==> src/core/fes_pkg.sv <==
// Shared constants for the flash status-polling host controller.
// Assumes a 50 MHz controller clock and one asynchronous parallel flash bus.
package fes_pkg;
   // ==========================================================
   // Timing
   localparam int CLK_NS    = 20;
   localparam int T_ACC_NS  = 100;                              // Read access time
   localparam int ACC_CYC   = (T_ACC_NS + CLK_NS - 1) / CLK_NS;  // Least time, rounded up
   localparam int SYNC_CYC  = 2;                                // Input synchroniser depth
   localparam int RD_CYC    = ACC_CYC + SYNC_CYC;               // Strobe low until sample
   localparam int T_WP_NS   = 60;                               // Write pulse width, plain default
   localparam int WP_CYC    = (T_WP_NS + CLK_NS - 1) / CLK_NS;
   // ==========================================================
   // APB register offsets
   localparam logic [7:0] REG_CMD    = 8'h00;
   localparam logic [7:0] REG_ADDR   = 8'h04;
   localparam logic [7:0] REG_WDATA  = 8'h08;
   localparam logic [7:0] REG_RDATA  = 8'h0C;
   localparam logic [7:0] REG_STATUS = 8'h10;
   // Status register fields
   localparam int ST_BUSY = 0;
   localparam int ST_DONE = 1;
   localparam int ST_FAIL = 2;
   localparam int ST_REJ  = 3;
   localparam int ST_TOG2 = 4;
   // ==========================================================
   // Operations written to the command register
   localparam logic [2:0] OP_READ   = 3'h1;
   localparam logic [2:0] OP_WRITE  = 3'h2;
   localparam logic [2:0] OP_POLL   = 3'h3;
   localparam logic [2:0] OP_RESET  = 3'h4;
   localparam logic [2:0] OP_ADDSEC = 3'h5;
   // Flash status bit positions and command bytes
   localparam int BIT_TOG  = 6;   // primary_toggle_bit
   localparam int BIT_FAIL = 5;   // timeout_fail_bit
   localparam int BIT_TMR  = 3;   // erase_timer_bit
   localparam int BIT_TOG2 = 2;   // secondary_toggle_bit
   localparam logic [7:0] CMD_RESET     = 8'hF0;
   localparam logic [7:0] CMD_SEC_ERASE = 8'h30;
   // ==========================================================
   // Controller states
   typedef enum logic [2:0] {S_IDLE, S_RD, S_WR_LO, S_WR_HI, S_DECIDE} fes_state_t;
endpackage

==> src/core/fes_host.sv <==
// Host-side controller that runs bus cycles and toggle polling on a parallel flash.
// Assumes software on APB, flash pins wired straight to the device, one clock.
//
// Implementation choices: register access over APB and the register offsets.
`timescale 1ns/10ps
`default_nettype none
// Contract
// - Host recovers from timeout failure by issuing the reset command.
// - Host reads timer bit before and after each added sector erase.
// - Host reads status at least twice and compares toggle bits.
// - Toggling with fail bit high: recheck; still toggling means reset.
// - Host restarts toggle check from first step after interruption.
module fes_host
   import fes_pkg::*;
#(
   parameter int WP_CYCLES = WP_CYC
) (
   input  wire logic        MCLK,
   input  wire logic        RESET,
   input  wire logic        CKEN,
   input  wire logic        PSEL,
   input  wire logic        PENABLE,
   input  wire logic        PWRITE,
   input  wire logic [7:0]  PADDR,
   input  wire logic [31:0] PWDATA,
   output logic      [31:0] PRDATA,
   output logic             PREADY,
   output logic             PSLVERR,
   output logic      [19:0] FA,
   output logic      [7:0]  FDQ_O,
   input  wire logic [7:0]  FDQ_I,
   output logic             FDQ_OE,
   output logic             FCE_N,
   output logic             FOE_N,
   output logic             FWE_N
);
   // ==========================================================
   // State
   fes_state_t  st_r, st_nxt;
   logic [2:0]  op_r, op_nxt;
   logic [1:0]  step_r, step_nxt;
   logic [7:0]  cnt_r, cnt_nxt;
   logic [7:0]  rd_r, rd_nxt, prev_r, prev_nxt;
   logic [3:0]  rdc_r, rdc_nxt;
   logic [19:0] addr_r, addr_nxt;
   logic [7:0]  wdata_r, wdata_nxt;
   logic        done_r, done_nxt, fail_r, fail_nxt, rej_r, rej_nxt, tog2_r, tog2_nxt;
   logic [19:0] fa_r, fa_nxt;
   logic [7:0]  fdo_r, fdo_nxt;
   logic        foe_r, foe_nxt, fce_n_r, fce_n_nxt, foe_n_r, foe_n_nxt, fwe_n_r, fwe_n_nxt;
   logic [31:0] prdata_r, prdata_nxt;
   logic [7:0]  dq_s1_r, dq_s2_r;
   logic        apb_wr, mapped;

   // Only the second flop is read; pins are asynchronous to MCLK
   always_ff @(posedge MCLK) begin
      if (RESET) begin
         dq_s1_r <= 8'h00;
         dq_s2_r <= 8'h00;
      end else if (CKEN) begin
         dq_s1_r <= FDQ_I;
         dq_s2_r <= dq_s1_r;
      end
   end

   // ==========================================================
   // APB slave, zero wait states
   assign apb_wr  = PSEL & PENABLE & PWRITE;
   assign mapped  = (PADDR == REG_CMD) | (PADDR == REG_ADDR) | (PADDR == REG_WDATA) |
                    (PADDR == REG_RDATA) | (PADDR == REG_STATUS);
   assign PREADY  = 1'b1;
   assign PSLVERR = PSEL & PENABLE & ~mapped;
   assign PRDATA  = prdata_r;
   assign FA      = fa_r;
   assign FDQ_O   = fdo_r;
   assign FDQ_OE  = foe_r;
   assign FCE_N   = fce_n_r;
   assign FOE_N   = foe_n_r;
   assign FWE_N   = fwe_n_r;

   // Next values for all controller state
   always_comb begin
      st_nxt = st_r;  op_nxt = op_r;  step_nxt = step_r;  cnt_nxt = cnt_r;
      rd_nxt = rd_r;  prev_nxt = prev_r;  rdc_nxt = rdc_r;
      addr_nxt = addr_r;  wdata_nxt = wdata_r;
      done_nxt = done_r;  fail_nxt = fail_r;  rej_nxt = rej_r;  tog2_nxt = tog2_r;
      fa_nxt = fa_r;  fdo_nxt = fdo_r;  foe_nxt = foe_r;
      fce_n_nxt = fce_n_r;  foe_n_nxt = foe_n_r;  fwe_n_nxt = fwe_n_r;
      prdata_nxt = prdata_r;
      // Read data latched in setup phase so it leaves a flop
      if (PSEL && !PENABLE && !PWRITE) begin
         case (PADDR)
            REG_ADDR:   prdata_nxt = {12'h000, addr_r};
            REG_WDATA:  prdata_nxt = {24'h000000, wdata_r};
            REG_RDATA:  prdata_nxt = {24'h000000, rd_r};
            REG_STATUS: prdata_nxt = {27'h0000000, tog2_r, rej_r, fail_r, done_r, st_r != S_IDLE};
            default:    prdata_nxt = 32'h00000000;
         endcase
      end
      case (st_r)
         S_IDLE: begin
            // Setup writes while busy are ignored so a cycle never sees them change
            if (apb_wr && PADDR == REG_ADDR) addr_nxt = PWDATA[19:0];
            if (apb_wr && PADDR == REG_WDATA) wdata_nxt = PWDATA[7:0];
            if (apb_wr && PADDR == REG_CMD && PWDATA[2:0] >= OP_READ && PWDATA[2:0] <= OP_ADDSEC) begin
               op_nxt = PWDATA[2:0];
               step_nxt = 2'd0;
               rdc_nxt  = 4'd0;
               done_nxt = 1'b0;  fail_nxt = 1'b0;  rej_nxt = 1'b0;  tog2_nxt = 1'b0;
               fa_nxt = addr_r;  cnt_nxt = 8'h00;  fce_n_nxt = 1'b0;
               if (PWDATA[2:0] == OP_WRITE || PWDATA[2:0] == OP_RESET) begin
                  fdo_nxt = (PWDATA[2:0] == OP_RESET) ? CMD_RESET : wdata_r;
                  foe_nxt = 1'b1;  fwe_n_nxt = 1'b0;  st_nxt = S_WR_LO;
               end else begin
                  foe_n_nxt = 1'b0;  st_nxt = S_RD;
               end
            end
         end
         S_RD: begin
            // Strobe stays low through access time plus synchroniser
            cnt_nxt = cnt_r + 8'h01;
            if (cnt_r == 8'(RD_CYC)) begin
               rd_nxt = dq_s2_r;
               rdc_nxt = rdc_r + 4'd1;
               fce_n_nxt = 1'b1;  foe_n_nxt = 1'b1;  st_nxt = S_DECIDE;
            end
         end
         S_WR_LO: begin
            cnt_nxt = cnt_r + 8'h01;
            if (cnt_r == 8'(WP_CYCLES - 1)) begin
               fwe_n_nxt = 1'b1;  st_nxt = S_WR_HI;  // Data held past the rising edge
            end
         end
         S_WR_HI: begin
            fce_n_nxt = 1'b1;  foe_nxt = 1'b0;  st_nxt = S_DECIDE;
         end
         S_DECIDE: begin
            // One idle cycle between cycles lets output-enable toggle every read
            st_nxt = S_IDLE;  done_nxt = 1'b1;  cnt_nxt = 8'h00;
            if (op_r == OP_POLL) begin
               prev_nxt = rd_r;
               case (step_r)
                  2'd0: begin
                     step_nxt = 2'd1;  done_nxt = 1'b0;
                  end
                  2'd1: begin
                     tog2_nxt = rd_r[BIT_TOG2] ^ prev_r[BIT_TOG2];
                     if (rd_r[BIT_TOG] != prev_r[BIT_TOG]) begin
                        done_nxt = 1'b0;
                        // fail bit high, recheck once more
                        if (rd_r[BIT_FAIL]) begin
                           step_nxt = 2'd2;
                        end else begin
                           step_nxt = 2'd0;
                           rdc_nxt = 4'd0;
                        end
                     end
                  end
                  default: begin
                     if (rd_r[BIT_TOG] != prev_r[BIT_TOG]) begin
                        // still toggling, recover with reset command
                        fail_nxt = 1'b1;  done_nxt = 1'b0;  op_nxt = OP_RESET;
                        fdo_nxt = CMD_RESET;  foe_nxt = 1'b1;  fwe_n_nxt = 1'b0;
                        fce_n_nxt = 1'b0;  st_nxt = S_WR_LO;
                     end
                  end
               endcase
               if (done_nxt == 1'b0 && st_nxt == S_IDLE) begin
                  fce_n_nxt = 1'b0;  foe_n_nxt = 1'b0;  st_nxt = S_RD;
               end
            end else if (op_r == OP_ADDSEC) begin
               // timer bit read before and after the added erase
               case (step_r)
                  2'd0: begin
                     if (rd_r[BIT_TMR]) begin
                        rej_nxt = 1'b1;
                     end else begin
                        step_nxt = 2'd1;  done_nxt = 1'b0;
                        fdo_nxt = CMD_SEC_ERASE;  foe_nxt = 1'b1;
                        fce_n_nxt = 1'b0;  fwe_n_nxt = 1'b0;  st_nxt = S_WR_LO;
                     end
                  end
                  2'd1: begin
                     step_nxt = 2'd2;  done_nxt = 1'b0;
                     fce_n_nxt = 1'b0;  foe_n_nxt = 1'b0;  st_nxt = S_RD;
                  end
                  default: rej_nxt = rd_r[BIT_TMR];
               endcase
            end
         end
         default: st_nxt = S_IDLE;
      endcase
   end

   // Register everything; clock enable freezes all state
   always_ff @(posedge MCLK) begin
      if (RESET) begin
         st_r <= S_IDLE;  op_r <= 3'h0;  step_r <= 2'd0;  cnt_r <= 8'h00;
         rd_r <= 8'h00;  prev_r <= 8'h00;  rdc_r <= 4'd0;
         addr_r <= 20'h00000;  wdata_r <= 8'h00;
         done_r <= 1'b0;  fail_r <= 1'b0;  rej_r <= 1'b0;  tog2_r <= 1'b0;
         fa_r <= 20'h00000;  fdo_r <= 8'h00;  foe_r <= 1'b0;
         fce_n_r <= 1'b1;  foe_n_r <= 1'b1;  fwe_n_r <= 1'b1;
         prdata_r <= 32'h00000000;
      end else if (CKEN) begin
         st_r <= st_nxt;  op_r <= op_nxt;  step_r <= step_nxt;  cnt_r <= cnt_nxt;
         rd_r <= rd_nxt;  prev_r <= prev_nxt;  rdc_r <= rdc_nxt;
         addr_r <= addr_nxt;  wdata_r <= wdata_nxt;
         done_r <= done_nxt;  fail_r <= fail_nxt;  rej_r <= rej_nxt;  tog2_r <= tog2_nxt;
         fa_r <= fa_nxt;  fdo_r <= fdo_nxt;  foe_r <= foe_nxt;
         fce_n_r <= fce_n_nxt;  foe_n_r <= foe_n_nxt;  fwe_n_r <= fwe_n_nxt;
         prdata_r <= prdata_nxt;
      end
   end

   // ==========================================================
   // Checks
   chk_fail_resets: assert property (@(posedge MCLK) disable iff (RESET)
      $rose(fail_r) |-> (!FWE_N && FDQ_OE && FDQ_O == CMD_RESET))
      else $error("fail flagged without reset command on the bus");
   chk_poll_two_reads: assert property (@(posedge MCLK) disable iff (RESET)
      (CKEN && st_r == S_DECIDE && op_r == OP_POLL && done_nxt) |-> rdc_r >= 4'd2)
      else $error("poll finished on fewer than two reads");
   chk_fail_recheck: assert property (@(posedge MCLK) disable iff (RESET)
      (CKEN && st_r == S_DECIDE && op_r == OP_POLL && step_r == 2'd1 &&
       rd_r[BIT_TOG] != prev_r[BIT_TOG] && rd_r[BIT_FAIL]) |=> (step_r == 2'd2 && st_r == S_RD && !FOE_N))
      else $error("fail bit high without a third read");
   chk_poll_restart: assert property (@(posedge MCLK) disable iff (RESET)
      (CKEN && st_r == S_IDLE && apb_wr && PADDR == REG_CMD && PWDATA[2:0] == OP_POLL)
      |=> (step_r == 2'd0 && rdc_r == 4'd0 && st_r == S_RD))
      else $error("poll did not start from first read");
   chk_addsec_order: assert property (@(posedge MCLK) disable iff (RESET)
      (st_r == S_WR_HI && op_r == OP_ADDSEC && CKEN) |-> ##[2:4] (st_r == S_RD && step_r == 2'd2))
      else $error("timer bit not read after added erase");
endmodule // fes_host
`default_nettype wire

==> config.mk <==
export PLATFORM = sky130hd
export DESIGN_NAME = fes_host
export DESIGN_NICKNAME = d
export VERILOG_FILES = /design/src/core/fes_pkg.sv /design/src/core/fes_host.sv
export SDC_FILE = /design/constraint.sdc
export NUM_CORES = 1
export LEC_CHECK = 0
export BUFFER_PORTS_ARGS = -buffer_cell sky130_fd_sc_hd__buf_2
export CAP_MARGIN = 40
export CORE_UTILIZATION = 55
export CTS_CLUSTER_DIAMETER = 80
export DETAILED_ROUTE_END_ITERATION = 12
export GPL_TIMING_DRIVEN = 0
export PLACE_DENSITY = 0.8
export SYNTH_ARGS = -nofsm -noshare
export SYNTH_HDL_FRONTEND = slang
export SYNTH_SLANG_ARGS = --single-unit
==> constraint.sdc <==
create_clock -name MCLK -period 2.25 [get_ports MCLK]
set_input_delay 0.225 -clock MCLK [delete_from_list [all_inputs] [get_ports MCLK]]
set_output_delay 0.225 -clock MCLK [all_outputs]
set_load 0.05 [all_outputs]
==> flow_summary.ini <==
[status]
status = finished clean

[global_routing]
first_global_vias = 5303
grt_max_degree = 17
grt_antenna_before_repair = 0
grt_overflow_total = 0
grtUsageTotal_pct = 30.88
grt_pass1_wl_um = 26480

[sta]
max_slew_margin_pct = 50.26
report.final.setup_viol = 0
skew_ns = 0.006631
drv_slew = 0
rsz0062_at_grt = false
max_clock_freq_mhz = 488.9
post-route-period-util_pct = 90.92
hold_violations = 0
fin_tns_setup_ns = 0
tightest_slew_ns = 0.7461
final.min_clock_period_ns = 2.046

[critical_path]
arrival_ns = 2.43
reg2reg_depth = 7
crit_slowest_cell = dfxtp_1
worstSetupPathType = reg2reg
crit_fanout = 10
slowest_delay_ns = 0.38
r2r-start = st_r[2]
start_kind = flop
required_ns = 2.64
rrSetupSlack_ns = 0.20
path_cells = nor3_4 > nand3_1 > nor2_1 > nand3b_1 > clkbuf_1 > nand2_1 > a21oi_1
r2r_end = addr_r[10]
crit_path_end_kind = flop

[finish]
drive_gt1_share_pct = 22.33
final_cell_mix = dfxtp_1, nand2_1, buf_2
antennaDiodeCount = 0
area_delta_synth_final_pct = 26.98
final_common_cell = dfxtp_1
finalNetCount = 858
post-route-util_pct = 72.98

[synth]
ys_warn_count = 0
yosys.area.top_type = dfxtp_1
async_flop_share_pct = 0
synthFlopType = dfxtp_1
synth_area_leaders = dfxtp_1, nand2_1, mux2i_1, a21oi_1, nor2_1
synth_top_area_share_pct = 44.29
ys_seq_elements = 126
synth_edf_count = 0
synth_cells = 658
ys_types = 70
synth-seq-area-share_pct = 44.29
syn_avg_cell_area_um2 = 8.656
synth_area_um2 = 5695

[clock_tree]
cts_tree = built
clock-sinks = 126
path_clk_slew_ns = 0.06
post_cts_buffers = 0
clockBufferDepth = 2
clk_latency_ns = 0.53
ctsRootBufferMaster = clkbuf_8
cts-htree-levels = 4
numCtsBuffers = 17

[hold_path]
worstHoldEndpoint = addr_r[0]
hold_start = PWDATA[0]
hp-class = in2reg
min_path_cells = 3

[route]
detail-route-antenna-nets = 0
drc = 0
routed_wl_um = 16040
drtIter0Drc = 460
vias_per_cell = 5.745
first_pass_iters = 6
routed-via-count = 5446
wire_per_inst_um = 16.92

[pwr]
cellLeakagePower_nw = 2.934
ir_worst_vdd_v = 0.0006170
power_density_nw_per_um2 = 753.7

[die]
die_height_um = 103.8
ios = 120
start_util_pct = 57.47
rows = 36
design.core.area_um2 = 9910
die_w_um = 103.8
dieArea_um2 = 10770

[place]
io_buffers = 89
place.gp.congestion = 0.8929
dp_hpwl_um = 11070

[run]
max_cap_violations = 0
[layout make-up]
cell class                 instances  area (um^2)
inverter                           3        11.26
fill                             730         2678
clock inverter                    15        212.7
clock buffer                      17        414.1
tap                              133        166.4
sequential                       126         2522
buffer                            56        346.6
multi-input combinational        484         2863
timing repair buffer             114        695.7
[flip-flops by register name, indices dropped and copies added, names as in the netlist, 3 cells and up]
name	count
wdata_r	8
FDQ_O	8
cnt_r	8
st_r	3
dq_s1_r	8
rd_r	8
FA	20
addr_r	20
op_r	3
dq_s2_r	8
PRDATA	20
[through the flow]
| step | hold WS (ns) | setup WS (ns) | cell area [um^2] | cells | total power [mW] |
|---|---|---|---|---|---|
| 3_3_place_gp | 0.4381 | 0.2050 | 6349 | 891 | 2.565 |
| 6_report | 0.05618 | 0.2044 | 7232 | 948 | 5.451 |
| 2_1_floorplan | 0.3610 | 0.3150 | 5737 | 669 | 2.488 |
| 3_5_place_dp | 0.4474 | 0.1617 | 6349 | 891 | 2.572 |
| 4_1_cts | 0.03038 | 0.1398 | 7226 | 948 | 5.457 |
| 5_1_grt | 0.04208 | 0.06384 | 7232 | 948 | 5.609 |
[report_power, final]
| part | leakage [nW] | switching, mW | internal, mW | total (mW) |
|---|---|---|---|---|
| clock | 0.301 | 1.06 | 1.82 | 2.88 |
| combinational | 1.62 | 0.196 | 0.118 | 0.314 |
| sequential | 1.02 | 0.00901 | 2.24 | 2.25 |
| total | 2.93 | 1.27 | 4.18 | 5.45 |
[cell families (layout without fill, tap and decap cells)]
logic type / count (synthesis) / in the layout / synth area share, %
compound gates: 137 / 137 / 15.47
xor+xnor: 9 / 9 / 1.384
fa+ha+maj: 2 / 2 / 0.4393
buf+inv: 59 / 205 / 6.283
flops: 126 / 126 / 44.29
mux: 43 / 43 / 7.623
other cells: 2 / 13 / 0.1319
simple gates: 280 / 280 / 24.38
[synthesized netlist by cell type (3+ instances only)]
cell type and n:
a21oi_1 64, a22o_1 3, a22oi_1 26, and2_1 5
and3_1 5, buf_2 8, buf_4 17, buf_6 3
clkbuf_1 23, clkbuf_8 4, dfxtp_1 126, inv_1 3
mux2_2 3, mux2i_1 40, nand2_1 111, nand2b_1 5
nand3_1 8, nand4_1 7, nor2_1 83, nor2b_1 6
nor3_1 10, nor4b_1 4, o21ai_0 14, o22ai_1 5
or2_0 4, or3_1 3, xor2_1 7
[worst max path at each step]
stage / from / endpoint / cells after the start
3_3_place_gp: st_r[2] / FA[14] / 7
3_5_place_dp: st_r[2] / FA[9] / 7
6_report: st_r[2] / addr_r[10] / 7
5_1_grt: st_r[2] / addr_r[10] / 7
4_1_cts: st_r[2] / addr_r[10] / 7
2_1_floorplan: PADDR[2] / PSLVERR / 4
[critical path: cells and delay by family, from the launching register on]
| family | cells | cell delay, ns |
|---|---|---|
| AO/OA/AOI/OAI | 1 | 0.08 |
| AND/OR/NAND/NOR | 5 | 1.12 |
| buffers and inverters | 1 | 0.31 |
| flip-flops | 1 | 0.38 |
[routing by layer]
metal / global-route usage, % / vias to the layer above / wire, um
met2: 51.82 / 280 / 7800
li1: - / 2542 / -
met5: 0 / - / 0
met3: 8.559 / 49 / 1376
met4: 12.86 / 0 / 445
met1: 37.24 / 2575 / 6421
[repair_timing]
item,4_1_cts,5_1_grt
gates resized for setup,0,1
hold endpoints to repair,30,0
setup endpoints to repair,0,34
hold buffers,25,0
Note: power is estimated with default switching activity, not from simulation.
